### src/dioc_pkg.sv
// constants, register map and types for discrete i/o channel control
package dioc_pkg;
  localparam int NCH   = 16;
  localparam int NGRP  = 2;
  localparam int GRP_W = 8;
  localparam int IDX_W = 8;
  localparam int SW    = 2 * NCH + 7;
  localparam int SY_OFLT = 16;
  localparam int SY_FUSE = 32;
  localparam int SY_SENS = 34;
  localparam int SY_ACT  = 35;
  localparam int SY_TB   = 36;
  localparam int SY_INT  = 37;
  localparam int SY_EXCH = 38;
  localparam int CLK_MHZ      = 125;
  localparam int TICK_US      = 100;
  localparam int TICK_CYC     = CLK_MHZ * TICK_US;
  localparam int RETRY_S      = 10;
  localparam int RETRY_TICKS  = RETRY_S * 1000000 / TICK_US;
  localparam int FILT_MIN_US  = 100;
  localparam int FILT_STEP_US = 500;
  localparam int TICK_W  = 14;
  localparam int RETRY_W = 17;
  localparam logic [6:0] FILT_MIN_TK  = 7'(FILT_MIN_US / TICK_US);
  localparam logic [6:0] FILT_STEP_TK = 7'(FILT_STEP_US / TICK_US);
  localparam logic [11:0] A_CTRL   = 12'h000;
  localparam logic [11:0] A_OUT    = 12'h004;
  localparam logic [11:0] A_FBVAL  = 12'h008;
  localparam logic [11:0] A_REACT  = 12'h00C;
  localparam logic [11:0] A_EDGE   = 12'h010;
  localparam logic [11:0] A_MASK   = 12'h014;
  localparam logic [11:0] A_FILT0  = 12'h018;
  localparam logic [11:0] A_FILT1  = 12'h01C;
  localparam logic [11:0] A_LATCH  = 12'h020;
  localparam logic [11:0] A_INPUT  = 12'h024;
  localparam logic [11:0] A_PEND   = 12'h028;
  localparam logic [11:0] A_STATUS = 12'h02C;
  localparam logic [11:0] A_EVIDX  = 12'h030;
  localparam logic [11:0] A_GTASK  = 12'h034;
  localparam int C_RUN_CMD  = 0;
  localparam int C_STOP_CMD = 1;
  localparam int C_FB_MODE  = 2;
  localparam int C_AUTO     = 3;
  localparam int C_RS_EN    = 4;
  localparam int C_RS_SEL   = 8;
  localparam int EV_SEL     = 16;
  localparam logic [1:0] RESP_OKAY   = 2'h0;
  localparam logic [1:0] RESP_SLVERR = 2'h2;
  localparam logic [31:0] RST_ALL    = 32'h0000_0000;
  typedef enum logic {ST_STOP, ST_RUN} dioc_run_t;
endpackage

### src/dioc_top.sv
// discrete i/o channel control: filters, events, outputs, axi4-lite regs
//
// The AXI4-Lite register port and the placing of the registers are this design's own decisions.
`timescale 1ns/1ps
module dioc_top #(
  parameter int TICK_CYC    = dioc_pkg::TICK_CYC,
  parameter int RETRY_TICKS = dioc_pkg::RETRY_TICKS
) (
  input  wire logic                        mclk,
  input  wire logic                        sys_rst,
  input  wire logic [11:0]                 s_axi_awaddr,
  input  wire logic                        s_axi_awvalid,
  output logic                             s_axi_awready,
  input  wire logic [31:0]                 s_axi_wdata,
  input  wire logic [3:0]                  s_axi_wstrb,
  input  wire logic                        s_axi_wvalid,
  output logic                             s_axi_wready,
  output logic [1:0]                       s_axi_bresp,
  output logic                             s_axi_bvalid,
  input  wire logic                        s_axi_bready,
  input  wire logic [11:0]                 s_axi_araddr,
  input  wire logic                        s_axi_arvalid,
  output logic                             s_axi_arready,
  output logic [31:0]                      s_axi_rdata,
  output logic [1:0]                       s_axi_rresp,
  output logic                             s_axi_rvalid,
  input  wire logic                        s_axi_rready,
  input  wire logic [dioc_pkg::NCH-1:0]    din,
  input  wire logic [dioc_pkg::NCH-1:0]    out_fault,
  input  wire logic [dioc_pkg::NGRP-1:0]   fuse_blown,
  input  wire logic                        sens_supply_ok,
  input  wire logic                        act_supply_ok,
  input  wire logic                        tblock_present,
  input  wire logic                        int_fault,
  input  wire logic                        exch_fault,
  output logic [dioc_pkg::NCH-1:0]         out_drive,
  output logic                             evt_pulse,
  output logic [dioc_pkg::IDX_W-1:0]       event_handler_index,
  output logic                             run_state
);
  localparam int N  = dioc_pkg::NCH;
  localparam int G  = dioc_pkg::NGRP;
  localparam int GW = dioc_pkg::GRP_W;

  typedef struct packed {
    dioc_pkg::dioc_run_t                run;
    logic [dioc_pkg::SW-1:0]            s1;
    logic [dioc_pkg::SW-1:0]            s2;
    logic [dioc_pkg::SW-1:0]            s3;
    logic [dioc_pkg::SW-1:0]            stab;
    logic [N-1:0]                       filt;
    logic [N-1:0][6:0]                  fcnt;
    logic [N-1:0][3:0]                  fcfg;
    logic [dioc_pkg::TICK_W-1:0]        tick;
    logic [dioc_pkg::RETRY_W-1:0]       retry;
    logic                               fb_mode;
    logic                               auto_react;
    logic                               rs_en;
    logic [3:0]                         rs_sel;
    logic [N-1:0]                       out_val;
    logic [N-1:0]                       fb_val;
    logic [N-1:0]                       edge_rise;
    logic [N-1:0]                       mask;
    logic [N-1:0][dioc_pkg::IDX_W-1:0]  eidx;
    logic [3:0]                         eidx_sel;
    logic [G-1:0][1:0]                  gtask;
    logic [N-1:0]                       latch;
    logic [N-1:0]                       pend;
    logic [G-1:0]                       trip;
    logic [N-1:0]                       drive;
    logic [N-1:0]                       out;
    logic                               evt_pulse;
    logic [dioc_pkg::IDX_W-1:0]         evt_idx;
    logic                               aw_hold;
    logic [11:0]                        aw_addr;
    logic                               w_hold;
    logic [31:0]                        wdata;
    logic [3:0]                         wstrb;
    logic                               awready;
    logic                               wready;
    logic                               bvalid;
    logic [1:0]                         bresp;
    logic                               arready;
    logic                               rvalid;
    logic [31:0]                        rdata;
    logic [1:0]                         rresp;
  } dioc_state_t;

  dioc_state_t q_r;
  dioc_state_t q_nxt;

  logic [N-1:0]  din_s;
  logic [N-1:0]  oflt_s;
  logic [G-1:0]  fuse_s;
  logic [N-1:0]  rise;
  logic [N-1:0]  fall;
  logic [N-1:0]  ev_raw;
  logic [N-1:0]  ev;
  logic [N-1:0]  latch_set;
  logic [N-1:0]  latch_clr;
  logic [N-1:0]  pend_clr;
  logic [N-1:0]  trip_mask;
  logic [G-1:0]  grpf;
  logic [G-1:0]  react_req;
  logic [G-1:0]  react_cmd;
  logic          tick_p;
  logic          retry_p;
  logic          wr_go;
  logic          run_cmd;
  logic          stop_cmd;
  logic          rs_rise;
  logic          rs_hold;
  logic [31:0]   wv;
  logic [31:0]   rv;

  assign din_s  = q_r.stab[N-1:0];
  assign oflt_s = q_r.stab[dioc_pkg::SY_OFLT +: N];
  assign fuse_s = q_r.stab[dioc_pkg::SY_FUSE +: G];

  function automatic logic [31:0] wmerge(input logic [31:0] old,
                                         input logic [31:0] d,
                                         input logic [3:0]  strb);
    logic [31:0] r;
    r = old;
    for (int b = 0; b < 4; b++) begin
      if (strb[b]) begin
        r[8*b +: 8] = d[8*b +: 8];
      end
    end
    return r;
  endfunction

  // filter length in 0.1 ms ticks
  function automatic logic [6:0] ftarget(input logic [3:0] code);
    if (code == 4'h0) begin
      return dioc_pkg::FILT_MIN_TK;
    end
    return 7'(7'(code) * dioc_pkg::FILT_STEP_TK);
  endfunction

  always_comb begin
    q_nxt     = q_r;
    wv        = 32'h0000_0000;
    rv        = 32'h0000_0000;
    latch_clr = '0;
    pend_clr  = '0;
    react_cmd = '0;
    run_cmd   = 1'b0;
    stop_cmd  = 1'b0;
    // three-stage sync, level accepted when stages two and three agree
    q_nxt.s1 = {exch_fault, int_fault, tblock_present, act_supply_ok,
                sens_supply_ok, fuse_blown, out_fault, din};
    q_nxt.s2 = q_r.s1;
    q_nxt.s3 = q_r.s2;
    q_nxt.stab = (q_r.s2 & ~(q_r.s2 ^ q_r.s3)) |
                 (q_r.stab & (q_r.s2 ^ q_r.s3));
    latch_set = q_nxt.stab[N-1:0] & ~din_s;
    // 0.1 ms tick and 10 s retry divider
    tick_p  = (32'(q_r.tick) == TICK_CYC - 1);
    q_nxt.tick = tick_p ? '0 : q_r.tick + 1'b1;
    retry_p = tick_p && (32'(q_r.retry) == RETRY_TICKS - 1);
    if (tick_p) begin
      q_nxt.retry = retry_p ? '0 : q_r.retry + 1'b1;
    end
    // axi4-lite write channel
    if (s_axi_bready && q_r.bvalid) begin
      q_nxt.bvalid = 1'b0;
    end
    if (s_axi_awvalid && q_r.awready) begin
      q_nxt.aw_hold = 1'b1;
      q_nxt.aw_addr = s_axi_awaddr;
    end
    if (s_axi_wvalid && q_r.wready) begin
      q_nxt.w_hold = 1'b1;
      q_nxt.wdata  = s_axi_wdata;
      q_nxt.wstrb  = s_axi_wstrb;
    end
    wr_go = q_r.aw_hold && q_r.w_hold && !q_r.bvalid;
    if (wr_go) begin
      q_nxt.aw_hold = 1'b0;
      q_nxt.w_hold  = 1'b0;
      q_nxt.bvalid  = 1'b1;
      q_nxt.bresp   = dioc_pkg::RESP_OKAY;
      wv = wmerge(32'h0000_0000, q_r.wdata, q_r.wstrb);
      if (q_r.aw_addr == dioc_pkg::A_CTRL) begin
        wv = wmerge(32'({q_r.rs_sel, 3'b000, q_r.rs_en, q_r.auto_react,
                         q_r.fb_mode, 2'b00}), q_r.wdata, q_r.wstrb);
        run_cmd          = wv[dioc_pkg::C_RUN_CMD];
        stop_cmd         = wv[dioc_pkg::C_STOP_CMD];
        q_nxt.fb_mode    = wv[dioc_pkg::C_FB_MODE];
        q_nxt.auto_react = wv[dioc_pkg::C_AUTO];
        q_nxt.rs_en      = wv[dioc_pkg::C_RS_EN];
        q_nxt.rs_sel     = wv[dioc_pkg::C_RS_SEL +: 4];
      end else if (q_r.aw_addr == dioc_pkg::A_OUT) begin
        q_nxt.out_val = N'(wmerge(32'(q_r.out_val), q_r.wdata, q_r.wstrb));
      end else if (q_r.aw_addr == dioc_pkg::A_FBVAL) begin
        q_nxt.fb_val = N'(wmerge(32'(q_r.fb_val), q_r.wdata, q_r.wstrb));
      end else if (q_r.aw_addr == dioc_pkg::A_REACT) begin
        react_cmd = wv[G-1:0];
      end else if (q_r.aw_addr == dioc_pkg::A_EDGE) begin
        q_nxt.edge_rise = N'(wmerge(32'(q_r.edge_rise), q_r.wdata,
                                    q_r.wstrb));
      end else if (q_r.aw_addr == dioc_pkg::A_MASK) begin
        q_nxt.mask = N'(wmerge(32'(q_r.mask), q_r.wdata, q_r.wstrb));
      end else if (q_r.aw_addr == dioc_pkg::A_FILT0) begin
        q_nxt.fcfg[7:0] = wmerge(q_r.fcfg[7:0], q_r.wdata, q_r.wstrb);
      end else if (q_r.aw_addr == dioc_pkg::A_FILT1) begin
        q_nxt.fcfg[15:8] = wmerge(q_r.fcfg[15:8], q_r.wdata, q_r.wstrb);
      end else if (q_r.aw_addr == dioc_pkg::A_PEND) begin
        pend_clr = wv[N-1:0];
      end else if (q_r.aw_addr == dioc_pkg::A_EVIDX) begin
        if (q_r.wstrb[2]) begin
          q_nxt.eidx_sel = wv[dioc_pkg::EV_SEL +: 4];
        end
        if (q_r.wstrb[0]) begin
          q_nxt.eidx[wv[dioc_pkg::EV_SEL +: 4]] = wv[7:0];
        end
      end else if (q_r.aw_addr == dioc_pkg::A_GTASK) begin
        if (q_r.wstrb[0]) begin
          q_nxt.gtask = wv[2*G-1:0];
        end
      end else if (q_r.aw_addr == dioc_pkg::A_LATCH ||
                   q_r.aw_addr == dioc_pkg::A_INPUT ||
                   q_r.aw_addr == dioc_pkg::A_STATUS) begin
        q_nxt.bresp = dioc_pkg::RESP_OKAY;
      end else begin
        q_nxt.bresp = dioc_pkg::RESP_SLVERR;
      end
    end
    q_nxt.awready = !q_nxt.aw_hold;
    q_nxt.wready  = !q_nxt.w_hold;
    // axi4-lite read channel
    if (s_axi_rready && q_r.rvalid) begin
      q_nxt.rvalid = 1'b0;
    end
    if (s_axi_arvalid && q_r.arready) begin
      q_nxt.rvalid = 1'b1;
      q_nxt.rresp  = dioc_pkg::RESP_OKAY;
      if (s_axi_araddr == dioc_pkg::A_CTRL) begin
        rv = 32'({q_r.rs_sel, 3'b000, q_r.rs_en, q_r.auto_react,
                  q_r.fb_mode, 2'b00});
      end else if (s_axi_araddr == dioc_pkg::A_OUT) begin
        rv = 32'(q_r.out_val);
      end else if (s_axi_araddr == dioc_pkg::A_FBVAL) begin
        rv = 32'(q_r.fb_val);
      end else if (s_axi_araddr == dioc_pkg::A_REACT) begin
        rv = 32'h0000_0000;
      end else if (s_axi_araddr == dioc_pkg::A_EDGE) begin
        rv = 32'(q_r.edge_rise);
      end else if (s_axi_araddr == dioc_pkg::A_MASK) begin
        rv = 32'(q_r.mask);
      end else if (s_axi_araddr == dioc_pkg::A_FILT0) begin
        rv = q_r.fcfg[7:0];
      end else if (s_axi_araddr == dioc_pkg::A_FILT1) begin
        rv = q_r.fcfg[15:8];
      end else if (s_axi_araddr == dioc_pkg::A_LATCH) begin
        rv = 32'(q_r.latch);
        latch_clr = '1;
      end else if (s_axi_araddr == dioc_pkg::A_INPUT) begin
        rv = 32'(q_r.filt);
      end else if (s_axi_araddr == dioc_pkg::A_PEND) begin
        rv = 32'(q_r.pend);
      end else if (s_axi_araddr == dioc_pkg::A_STATUS) begin
        rv = 32'({q_r.trip, 1'b0, (q_r.run == dioc_pkg::ST_RUN),
                  q_r.stab[dioc_pkg::SY_EXCH], q_r.stab[dioc_pkg::SY_INT],
                  |oflt_s, ~q_r.stab[dioc_pkg::SY_TB],
                  ~q_r.stab[dioc_pkg::SY_ACT],
                  ~q_r.stab[dioc_pkg::SY_SENS]});
      end else if (s_axi_araddr == dioc_pkg::A_EVIDX) begin
        rv = 32'({q_r.eidx_sel, 8'h00, q_r.eidx[q_r.eidx_sel]});
      end else if (s_axi_araddr == dioc_pkg::A_GTASK) begin
        rv = 32'(q_r.gtask);
      end else begin
        q_nxt.rresp = dioc_pkg::RESP_SLVERR;
      end
      q_nxt.rdata = rv;
    end
    q_nxt.arready = !q_nxt.rvalid;
    // per channel digital filter
    for (int i = 0; i < N; i++) begin
      if (din_s[i] == q_r.filt[i]) begin
        q_nxt.fcnt[i] = 7'h00;
      end else if (tick_p) begin
        if (q_r.fcnt[i] + 7'h01 >= ftarget(q_r.fcfg[i])) begin
          q_nxt.filt[i] = din_s[i];
          q_nxt.fcnt[i] = 7'h00;
        end else begin
          q_nxt.fcnt[i] = q_r.fcnt[i] + 7'h01;
        end
      end
    end
    // latch and events, set wins over clear
    q_nxt.latch = (q_r.latch & ~latch_clr) | latch_set;
    rise   = q_nxt.filt & ~q_r.filt;
    fall   = ~q_nxt.filt & q_r.filt;
    ev_raw = (rise & q_r.edge_rise) | (fall & ~q_r.edge_rise);
    ev     = ev_raw & ~q_r.mask;
    q_nxt.pend = (q_r.pend & ~pend_clr) | ev;
    q_nxt.evt_pulse = |ev;
    for (int i = N - 1; i >= 0; i--) begin
      if (ev[i]) begin
        q_nxt.evt_idx = q_r.eidx[i];
      end
    end
    // run/stop
    rs_rise = q_r.rs_en && rise[q_r.rs_sel];
    rs_hold = q_r.rs_en && q_r.filt[q_r.rs_sel];
    if (rs_rise || stop_cmd) begin
      q_nxt.run = dioc_pkg::ST_STOP;
    end else if (run_cmd && !rs_hold) begin
      q_nxt.run = dioc_pkg::ST_RUN;
    end
    // group trip and reactivation
    for (int g = 0; g < G; g++) begin
      grpf[g] = (|oflt_s[g*GW +: GW]) | fuse_s[g];
      react_req[g] = react_cmd[g] || (q_r.auto_react && retry_p);
      if (grpf[g]) begin
        q_nxt.trip[g] = 1'b1;
      end else if (react_req[g]) begin
        q_nxt.trip[g] = 1'b0;
      end
      trip_mask[g*GW +: GW] = {GW{q_nxt.trip[g]}};
    end
    // output image
    if (q_r.run == dioc_pkg::ST_RUN) begin
      q_nxt.drive = q_r.out_val;
    end else if (q_r.fb_mode) begin
      q_nxt.drive = q_r.fb_val;
    end
    if (q_r.stab[dioc_pkg::SY_INT]) begin
      q_nxt.out = '0;
    end else begin
      q_nxt.out = q_nxt.drive & ~trip_mask;
    end
  end

  always_ff @(posedge mclk or posedge sys_rst) begin
    if (sys_rst) begin
      q_r <= dioc_state_t'(dioc_pkg::RST_ALL);
    end else begin
      q_r <= q_nxt;
    end
  end

  assign s_axi_awready       = q_r.awready;
  assign s_axi_wready        = q_r.wready;
  assign s_axi_bvalid        = q_r.bvalid;
  assign s_axi_bresp         = q_r.bresp;
  assign s_axi_arready       = q_r.arready;
  assign s_axi_rvalid        = q_r.rvalid;
  assign s_axi_rdata         = q_r.rdata;
  assign s_axi_rresp         = q_r.rresp;
  assign out_drive           = q_r.out;
  assign evt_pulse           = q_r.evt_pulse;
  assign event_handler_index = q_r.evt_idx;
  assign run_state           = q_r.run;

  AST_FALLBACK: assert property (@(posedge mclk) disable iff (sys_rst)
    q_r.run == dioc_pkg::ST_STOP && q_r.fb_mode
    |=> q_r.drive == $past(q_r.fb_val))
    else $error("fallback value not applied on stop");
  AST_MAINTAIN: assert property (@(posedge mclk) disable iff (sys_rst)
    q_r.run == dioc_pkg::ST_STOP && !q_r.fb_mode |=> $stable(q_r.drive))
    else $error("maintain mode changed an output");
  AST_INTFLT: assert property (@(posedge mclk) disable iff (sys_rst)
    q_r.stab[dioc_pkg::SY_INT] |=> out_drive == '0)
    else $error("outputs active during internal fault");
  AST_TRIP_GRP: assert property (@(posedge mclk) disable iff (sys_rst)
    q_r.trip[1] |-> out_drive[15:8] == 8'h00)
    else $error("tripped group still drives");
  AST_REACT: assert property (@(posedge mclk) disable iff (sys_rst)
    $fell(q_r.trip[0]) |-> !$past(grpf[0]) && $past(react_req[0]))
    else $error("group re-enabled with fault or without request");
  AST_STOP: assert property (@(posedge mclk) disable iff (sys_rst)
    rs_rise ##1 1'b1 |-> run_state == 1'b0)
    else $error("control input stop ignored");
  AST_MASK: assert property (@(posedge mclk) disable iff (sys_rst)
    evt_pulse |-> ((q_r.filt ^ $past(q_r.filt)) & ~$past(q_r.mask)) != '0)
    else $error("event raised without an unmasked filtered edge");
  AST_LATCH: assert property (@(posedge mclk) disable iff (sys_rst)
    latch_set[0] || (q_r.latch[0] && !latch_clr[0]) |=> q_r.latch[0])
    else $error("latched pulse lost");
  AST_FILTER: assert property (@(posedge mclk) disable iff (sys_rst)
    $changed(q_r.filt[0]) |-> $past(tick_p)
    && $past(q_r.fcnt[0]) + 7'h01 >= ftarget($past(q_r.fcfg[0])))
    else $error("filtered input changed before filter time");
endmodule

### config.mk
export PLATFORM = sky130hd
export DESIGN_NAME = dioc_top
export DESIGN_NICKNAME = d
export VERILOG_FILES = /design/src/dioc_pkg.sv /design/src/dioc_top.sv
export SDC_FILE = /design/constraint.sdc
export NUM_CORES = 2
export LEC_CHECK = 0
export ABC_AREA = 1
export BUFFER_PORTS_ARGS = -buffer_cell sky130_fd_sc_hd__buf_2
export CORE_ASPECT_RATIO = 0.8
export CORE_UTILIZATION = 35
export CTS_CLUSTER_SIZE = 25
export DETAILED_ROUTE_END_ITERATION = 16
export PLACE_DENSITY = 0.57
export SLEW_MARGIN = 20
export SYNTH_ARGS = -nofsm -noshare
export SYNTH_HDL_FRONTEND = slang
export SYNTH_SLANG_ARGS = --single-unit
### constraint.sdc
create_clock -name mclk -period 29.3 [get_ports mclk]
set_clock_uncertainty 0.05 [all_clocks]
set_input_delay 2.93 -clock mclk [delete_from_list [all_inputs] [get_ports mclk]]
set_output_delay 2.93 -clock mclk [all_outputs]
set_load 0.05 [all_outputs]
* Word-level counts from Yosys, hierarchy flattened *
Cells that the tools add are included.
W data, S select, Z words.

word-level totals
  bits in latches = 0
  input bits = 106
  memories = 0
  flip-flop bits (word level) = 753
  memory bits (read-only) = 0
  word-level logic and storage cells = 641
  memory bits (writable) = 0

cells by class
  reductions and logical operators = 85
  divide/modulo/power cells = 0
  $mul = 16
  magnitude comparators = 20
  shift-type cells = 0
  add/subtract/negate cells = 18
  equal/unequal tests = 44
  bitwise operators = 40
  muxes and demuxes = 327

operators with widths
  cell                   count
  $mux W7                112
  $mux W16               23
  $mux W32               8
  $mux W8                21
  $and A16 B16 Y16       9
  $eq A12 B6 Y1 const B  12
  $bwmux W128            1
  $not A16 Y16           8
  $add A7 B1 Y7 const B  16
  $ge A7 B7 Y1           16
  $mul A4 B3 Y7 const B  16
  $mux W1                112
  $mux W20               5
  $eq A12 B5 Y1 const B  8
  $and A39 B39 Y39       2
  $logic_not A4 Y1       16
  $mux W2                32
  $eq A12 B4 Y1 const B  4
  $or A16 B16 Y16        3
  $reduce_and A10 Y1     4
  $not A39 Y39           1
  $or A39 B39 Y39        1
  $xor A39 B39 Y39       1
  $mux W37               1
  other kinds (35)       118

* Logic depth before layout (Yosys ltp) *
  depth after elaboration = 32
  gate-level depth with buffers = 33
  mapped depth without buffers = 32

* Worst setup path before layout *
Ideal clock, no wire load.

  kind = input-to-reg
  start point = input port s_axi_araddr[1]
  end point = register q_r (netlist bit s_axi_rdata[8])
  stages on the path = 16
  path buffers = 1
  arrival time = 4.700 ns
  required time = 29.184 ns
  path slack = 24.485 ns
  cells stage by stage = nor2_1 -> inv_1 -> nor2_2 -> nand2_1 -> nor2_1 -> nand2_1 -> inv_1 -> buf_2 -> a21oi_1 -> o2111ai_1 -> o221ai_1 -> nand2_1 -> o211ai_1 -> o2111ai_1 -> o211ai_1 -> nand2_1

on the way
  word-level cells in the longest chain between the ends = 13
  elaborated cells on any way between the ends = 24
  classes of those cells = eq/ne (11); mux (12); reduce/logical (1)

RTL lines
  item                  line             source
  from (decl)           dioc_top.sv:21   input wire logic [11:0] s_axi_araddr,
  $eq A12 B6 Y1         dioc_top.sv:263  end else if (s_axi_araddr == dioc_pkg::A_STATUS) begin
  $mux W20              dioc_top.sv:263
  $mux W20              dioc_top.sv:261  end else if (s_axi_araddr == dioc_pkg::A_PEND) begin
  $mux W20              dioc_top.sv:259  end else if (s_axi_araddr == dioc_pkg::A_INPUT) begin
  $mux W20              dioc_top.sv:256  end else if (s_axi_araddr == dioc_pkg::A_LATCH) begin
  $mux W32              dioc_top.sv:254  end else if (s_axi_araddr == dioc_pkg::A_FILT1) begin
  $mux W32              dioc_top.sv:252  end else if (s_axi_araddr == dioc_pkg::A_FILT0) begin
  $mux W32              dioc_top.sv:250  end else if (s_axi_araddr == dioc_pkg::A_MASK) begin
  $mux W32              dioc_top.sv:248  end else if (s_axi_araddr == dioc_pkg::A_EDGE) begin
  $mux W32              dioc_top.sv:246  end else if (s_axi_araddr == dioc_pkg::A_REACT) begin
  $mux W32              dioc_top.sv:244  end else if (s_axi_araddr == dioc_pkg::A_FBVAL) begin
  $mux W32              dioc_top.sv:242  end else if (s_axi_araddr == dioc_pkg::A_OUT) begin
  $mux W32 (*)          dioc_top.sv:239  if (s_axi_araddr == dioc_pkg::A_CTRL) begin
  to (signal assigned)  dioc_top.sv:339  q_r <= dioc_state_t'(dioc_pkg::RST_ALL);
  to (signal assigned)  dioc_top.sv:341  q_r <= q_nxt;
  to (decl)             dioc_top.sv:89   dioc_state_t q_r;

Mark *: on every way between the ends. The rest lies on a longest branch, timed or not.
A chain may end at the register's enable or synchronous reset.

* Final worst setup path *
  start point = input port s_axi_araddr[7]
  end point = register q_r (netlist bit s_axi_rdata[4])

on the way
  word-level cells in the longest chain between the ends = 14
  elaborated cells on any way between the ends = 26
  classes of those cells = eq/ne (12); mux (13); reduce/logical (1)

RTL lines
  item           line             source
  $eq A12 B6 Y1  dioc_top.sv:269  end else if (s_axi_araddr == dioc_pkg::A_EVIDX) begin
  $mux W20       dioc_top.sv:269
  $mux W20       dioc_top.sv:263
  $mux W20       dioc_top.sv:261
  $mux W20       dioc_top.sv:259
  $mux W20       dioc_top.sv:256
  $mux W32       dioc_top.sv:254
  $mux W32       dioc_top.sv:252
  $mux W32       dioc_top.sv:250
  $mux W32       dioc_top.sv:248
  $mux W32       dioc_top.sv:246
  $mux W32       dioc_top.sv:244
  $mux W32       dioc_top.sv:242
  $mux W32 (*)   dioc_top.sv:239

Marks and branches as above.

==> summary.txt <==
Worst setup path
  – WS Path Type: input pin to flop
  – Critical path fanouts, max: 14
  – CP Data Arrival Time: roughly 6.7 ns
  – Crit end category: flop
  – Startpoint type of the worst setup path: input pin
  – Worst EP required: roughly 30 ns

Pwr
  – Net Sw Power: roughly 800 uW
  – Combinational power share: 13.6%
  – Overall power: 2.583 mW
  – Cell Pwr Density: 58.57 nW/um^2
  – Leak: around 22 nW
  – Net Sw Frac: a little under a third
  – Internal power: 1.803 mW
  – Sequential share of power: 44.7%
  – Maximum VDD drop: 0.00005516 V
  – Clock power frac: between 40% and 50%

Global routing
  – Grt ovf: 0
  – Global-route wire length before repair: 195,900 um
  – Vias in the first global route: 30,615
  – Largest net degree at the start of global routing: roughly 100
  – Initial antenna violation count: 10
  – Aggregate global-route resource usage: 22.99%

Drt
  – Antenna Violating Nets Remaining: 0
  – Routed WL per cell: 20.33 um
  – DRC violations left: 0
  – Initial drt markers: 3,055
  – Vias/cell: 5.112
  – Detailed-route wire length: 130,100 um
  – Via count: around 33,000
  – Drt pass-1 iters: 5

Layout
  – Nets@finish: 5,151
  – Share of cells above drive strength 1: 8.209%
  – Design Area, Final: 44,090 sq um
  – Area growth syn-to-layout: 12.07%
  – Layout fillers: 11,310

Floorplan
  – I/O pin count: 173
  – Die W: 376.9 um
  – Die height: 301.9 um
  – Rows: between 100 and 150
  – Core ar.: between 100,000 and 150,000 sq um
  – DIE AREA: 113,800 sq um
  – Starting Density: between 30 and 40%

Synth
  – Post-Synthesis Cells: between 4,000 and 5,000
  – Top post-synthesis cells by area: dfrtp_1 (48%), nand2_1 (11%), o21ai_0 (9.3%)
  – YS warnings: 0
  – Mapped Area: 39,350 sq um
  – Sequential share of the synthesized area: 47.76%
  – EDFF count, synth: 0
  – Share of the synthesized area in the top cell type: a little under half
  – Yosys reg bits: 751
  – Synth cell count leaders: nand2_1 (1,144), dfrtp_1 (751), o21ai_0 (732), inv_1 (590), nor2_1 (264)
  – Most frequent cell after synthesis: nand2_1
  – Synth cell types: 63
  – Most common flop cell mapped by yosys: dfrtp_1
  – Async SR Flop Fraction: 100.0%
  – Synth area leader: dfrtp_1
  – Mapped Avg Cell Area: 8.306 sq um

Timing
  – Fmax: 162.1 MHz
  – Setup violations, final: 0
  – Slew HR: 26.74%
  – Tcrit/Tclk final: 21.06%
  – Final Hold Fails: 0
  – Setup TNS: 0 ns
  – Tmin final: roughly 6.2 ns
  – Unrepaired setup endpoints after global routing: no
  – Slew @ Worst Pin: between 1 and 1.5 ns
  – Setup ws final: 23.13 ns
  – Max Transition Viols Final: 0

Job
  – Max-Cap Viols: 0

Clock tree
  – CTS tree: built
  – Clock sink count: between 700 and 800
  – Htree depth: 3
  – Clock transition at path regs: about 0.07 ns
  – Clock latency on the worst-skew pair: 0.71 ns
  – CTS buffer count: 80
  – Hold buffer count at CTS: 0
  – Root buffer cell: clkbuf_16
  – Post-CTS sizing: 0
  – Setup Fix Bufs, Post-CTS: 0
  – Max Root-Sink Buffers: 3

Placed design
  – Cell Area, Placed: between 40,000 and 50,000 sq um
  – # port buffers: 170
  – DP Worst Slack: 22.64 ns
  – Final GP Congestion: 0.9664
  – Post-DP HPWL: 98,740 um

Run status
  – Status: finished clean

Worst hold path
  – Worst min path class: flop to flop
==> registers in the layout, summed over array words and instances (netlist names), named ones only <==
| register | flops |
|---|---|
| s_axi_bvalid | 1 |
| q_nxt | 78 |
| s_axi_arready | 1 |
| event_handler_index | 8 |
| s_axi_wready | 1 |
| q_r | 569 |
| run_state | 1 |
| s_axi_awready | 1 |
| s_axi_bresp | 1 |
| s_axi_rresp | 1 |
| out_drive | 16 |
| s_axi_rdata | 32 |
| s_axi_rvalid | 1 |
| evt_pulse | 1 |
| din_s | 16 |
==> metrics by stage <==
stage / util (%) / std cells / hold WS, ns
after global placement: 37.22 / 6251 / 0.2820
after CTS: 39.71 / 6395 / 0.2972
final: 39.72 / 6398 / 0.2917
after detailed placement: 37.22 / 6251 / 0.2847
after global routing: 39.72 / 6396 / 0.2937
after floorplan: - / 4738 / 0.2812
==> critical path, cell delays in order <==
cell and delay, ns:
buf_2 0.09, nor2_1 0.57, inv_1 0.18, nor3_2 0.50, nand3_1 0.71, inv_1 0.70, a221oi_1 0.10, a21oi_1 0.23
o21ai_0 0.09, o21ai_0 0.15, nand2_1 0.07, a221oi_1 0.20, o21ai_0 0.12
==> cells in the final DEF, fill, tap and decap left out, types with 6 or more instances in the layout <==
| cell | n |
|---|---|
| nand2_1 | 1143 |
| dfrtp_1 | 750 |
| o21ai_0 | 732 |
| inv_1 | 589 |
| nor2_1 | 263 |
| ha_1 | 194 |
| nand3_1 | 172 |
| buf_2 | 170 |
| a21oi_1 | 156 |
| xor2_1 | 102 |
| clkbuf_16 | 80 |
| nand4_1 | 59 |
| o211ai_1 | 44 |
| o22ai_1 | 37 |
| nor3_1 | 30 |
| nand3b_1 | 29 |
| buf_4 | 27 |
| maj3_1 | 23 |
| o2111ai_1 | 19 |
| or2_2 | 17 |
| clkbuf_8 | 17 |
| inv_2 | 16 |
| fa_1 | 16 |
| clkinv_2 | 15 |
| a221oi_1 | 14 |
| o21a_1 | 13 |
| o221ai_1 | 13 |
| or3_1 | 13 |
| nand2_2 | 10 |
| clkbuf_1 | 10 |
| nor4_1 | 8 |
| a31oi_1 | 8 |
| bufinv_16 | 8 |
| o21ai_1 | 7 |
| mux2i_1 | 6 |
==> layout make-up <==
type | instances | area [sq um] | share of cell area [%]
sequential | 751 | 18790 | 42.62
clock inverter | 37 | 494.2 | 1.121
antenna | 3 | 7.507 | 0.01703
timing repair buffer | 197 | 1054 | 2.389
tap | 1498 | 1874 | 4.251
multi-input combinational | 3194 | 17300 | 39.23
clock buffer | 107 | 2273 | 5.156
inverter | 611 | 2301 | 5.218
==> power groups by stage <==
stage                     Sequential, mW  Clock, mW  Combinational, mW
after floorplan                     1.16          0              0.206
final                               1.15       1.08              0.350
after CTS                           1.15       1.10              0.347
after global placement              1.17          0              0.343
after detailed placement            1.17          0              0.345
after global routing                1.16       1.14              0.385
==> worst paths after layout <==
kind / start / end / slack (ns) / depth (start not counted)
min in group asynchronous: sys_rst / q_nxt[709]$_DFF_PP0_ / 2.31 / 2
max in group asynchronous: sys_rst / q_r[494]$_DFFE_PP0P_ / 23.62 / 5
worst max-delay path: s_axi_araddr[7] / s_axi_rdata[4]$_DFFE_PP0P_ / 23.13 / 13
worst max register to register: q_r[455]$_DFFE_PP0P_ / event_handler_index[1]$_DFFE_PP0P_ / 24.29 / 30
worst min-delay path: q_nxt[691]$_DFF_PP0_ / q_nxt[652]$_DFF_PP0_ / 0.29 / 0
worst min register to register: q_nxt[691]$_DFF_PP0_ / q_nxt[652]$_DFF_PP0_ / 0.29 / 0
==> layer usage <==
metal / vias to the layer above / GRT usage [%] / routed length [um]
met2: 1159 / 31.99 / 52340
met1: 15618 / 35.34 / 63860
li1: 15738 / - / -
met3: 190 / 4.668 / 10170
met5: - / 0 / 27
met4: 4 / 6.988 / 3648
==> logic make-up after synthesis <==
family	share of synthesized area, %
compound gates	15.09
xor+xnor	2.315
fa+ha+maj	7.569
buf+inv	8.297
flops	47.76
mux	0.1526
other cells	0.009531
simple gates	18.81
(Power assumes the default switching activity.)
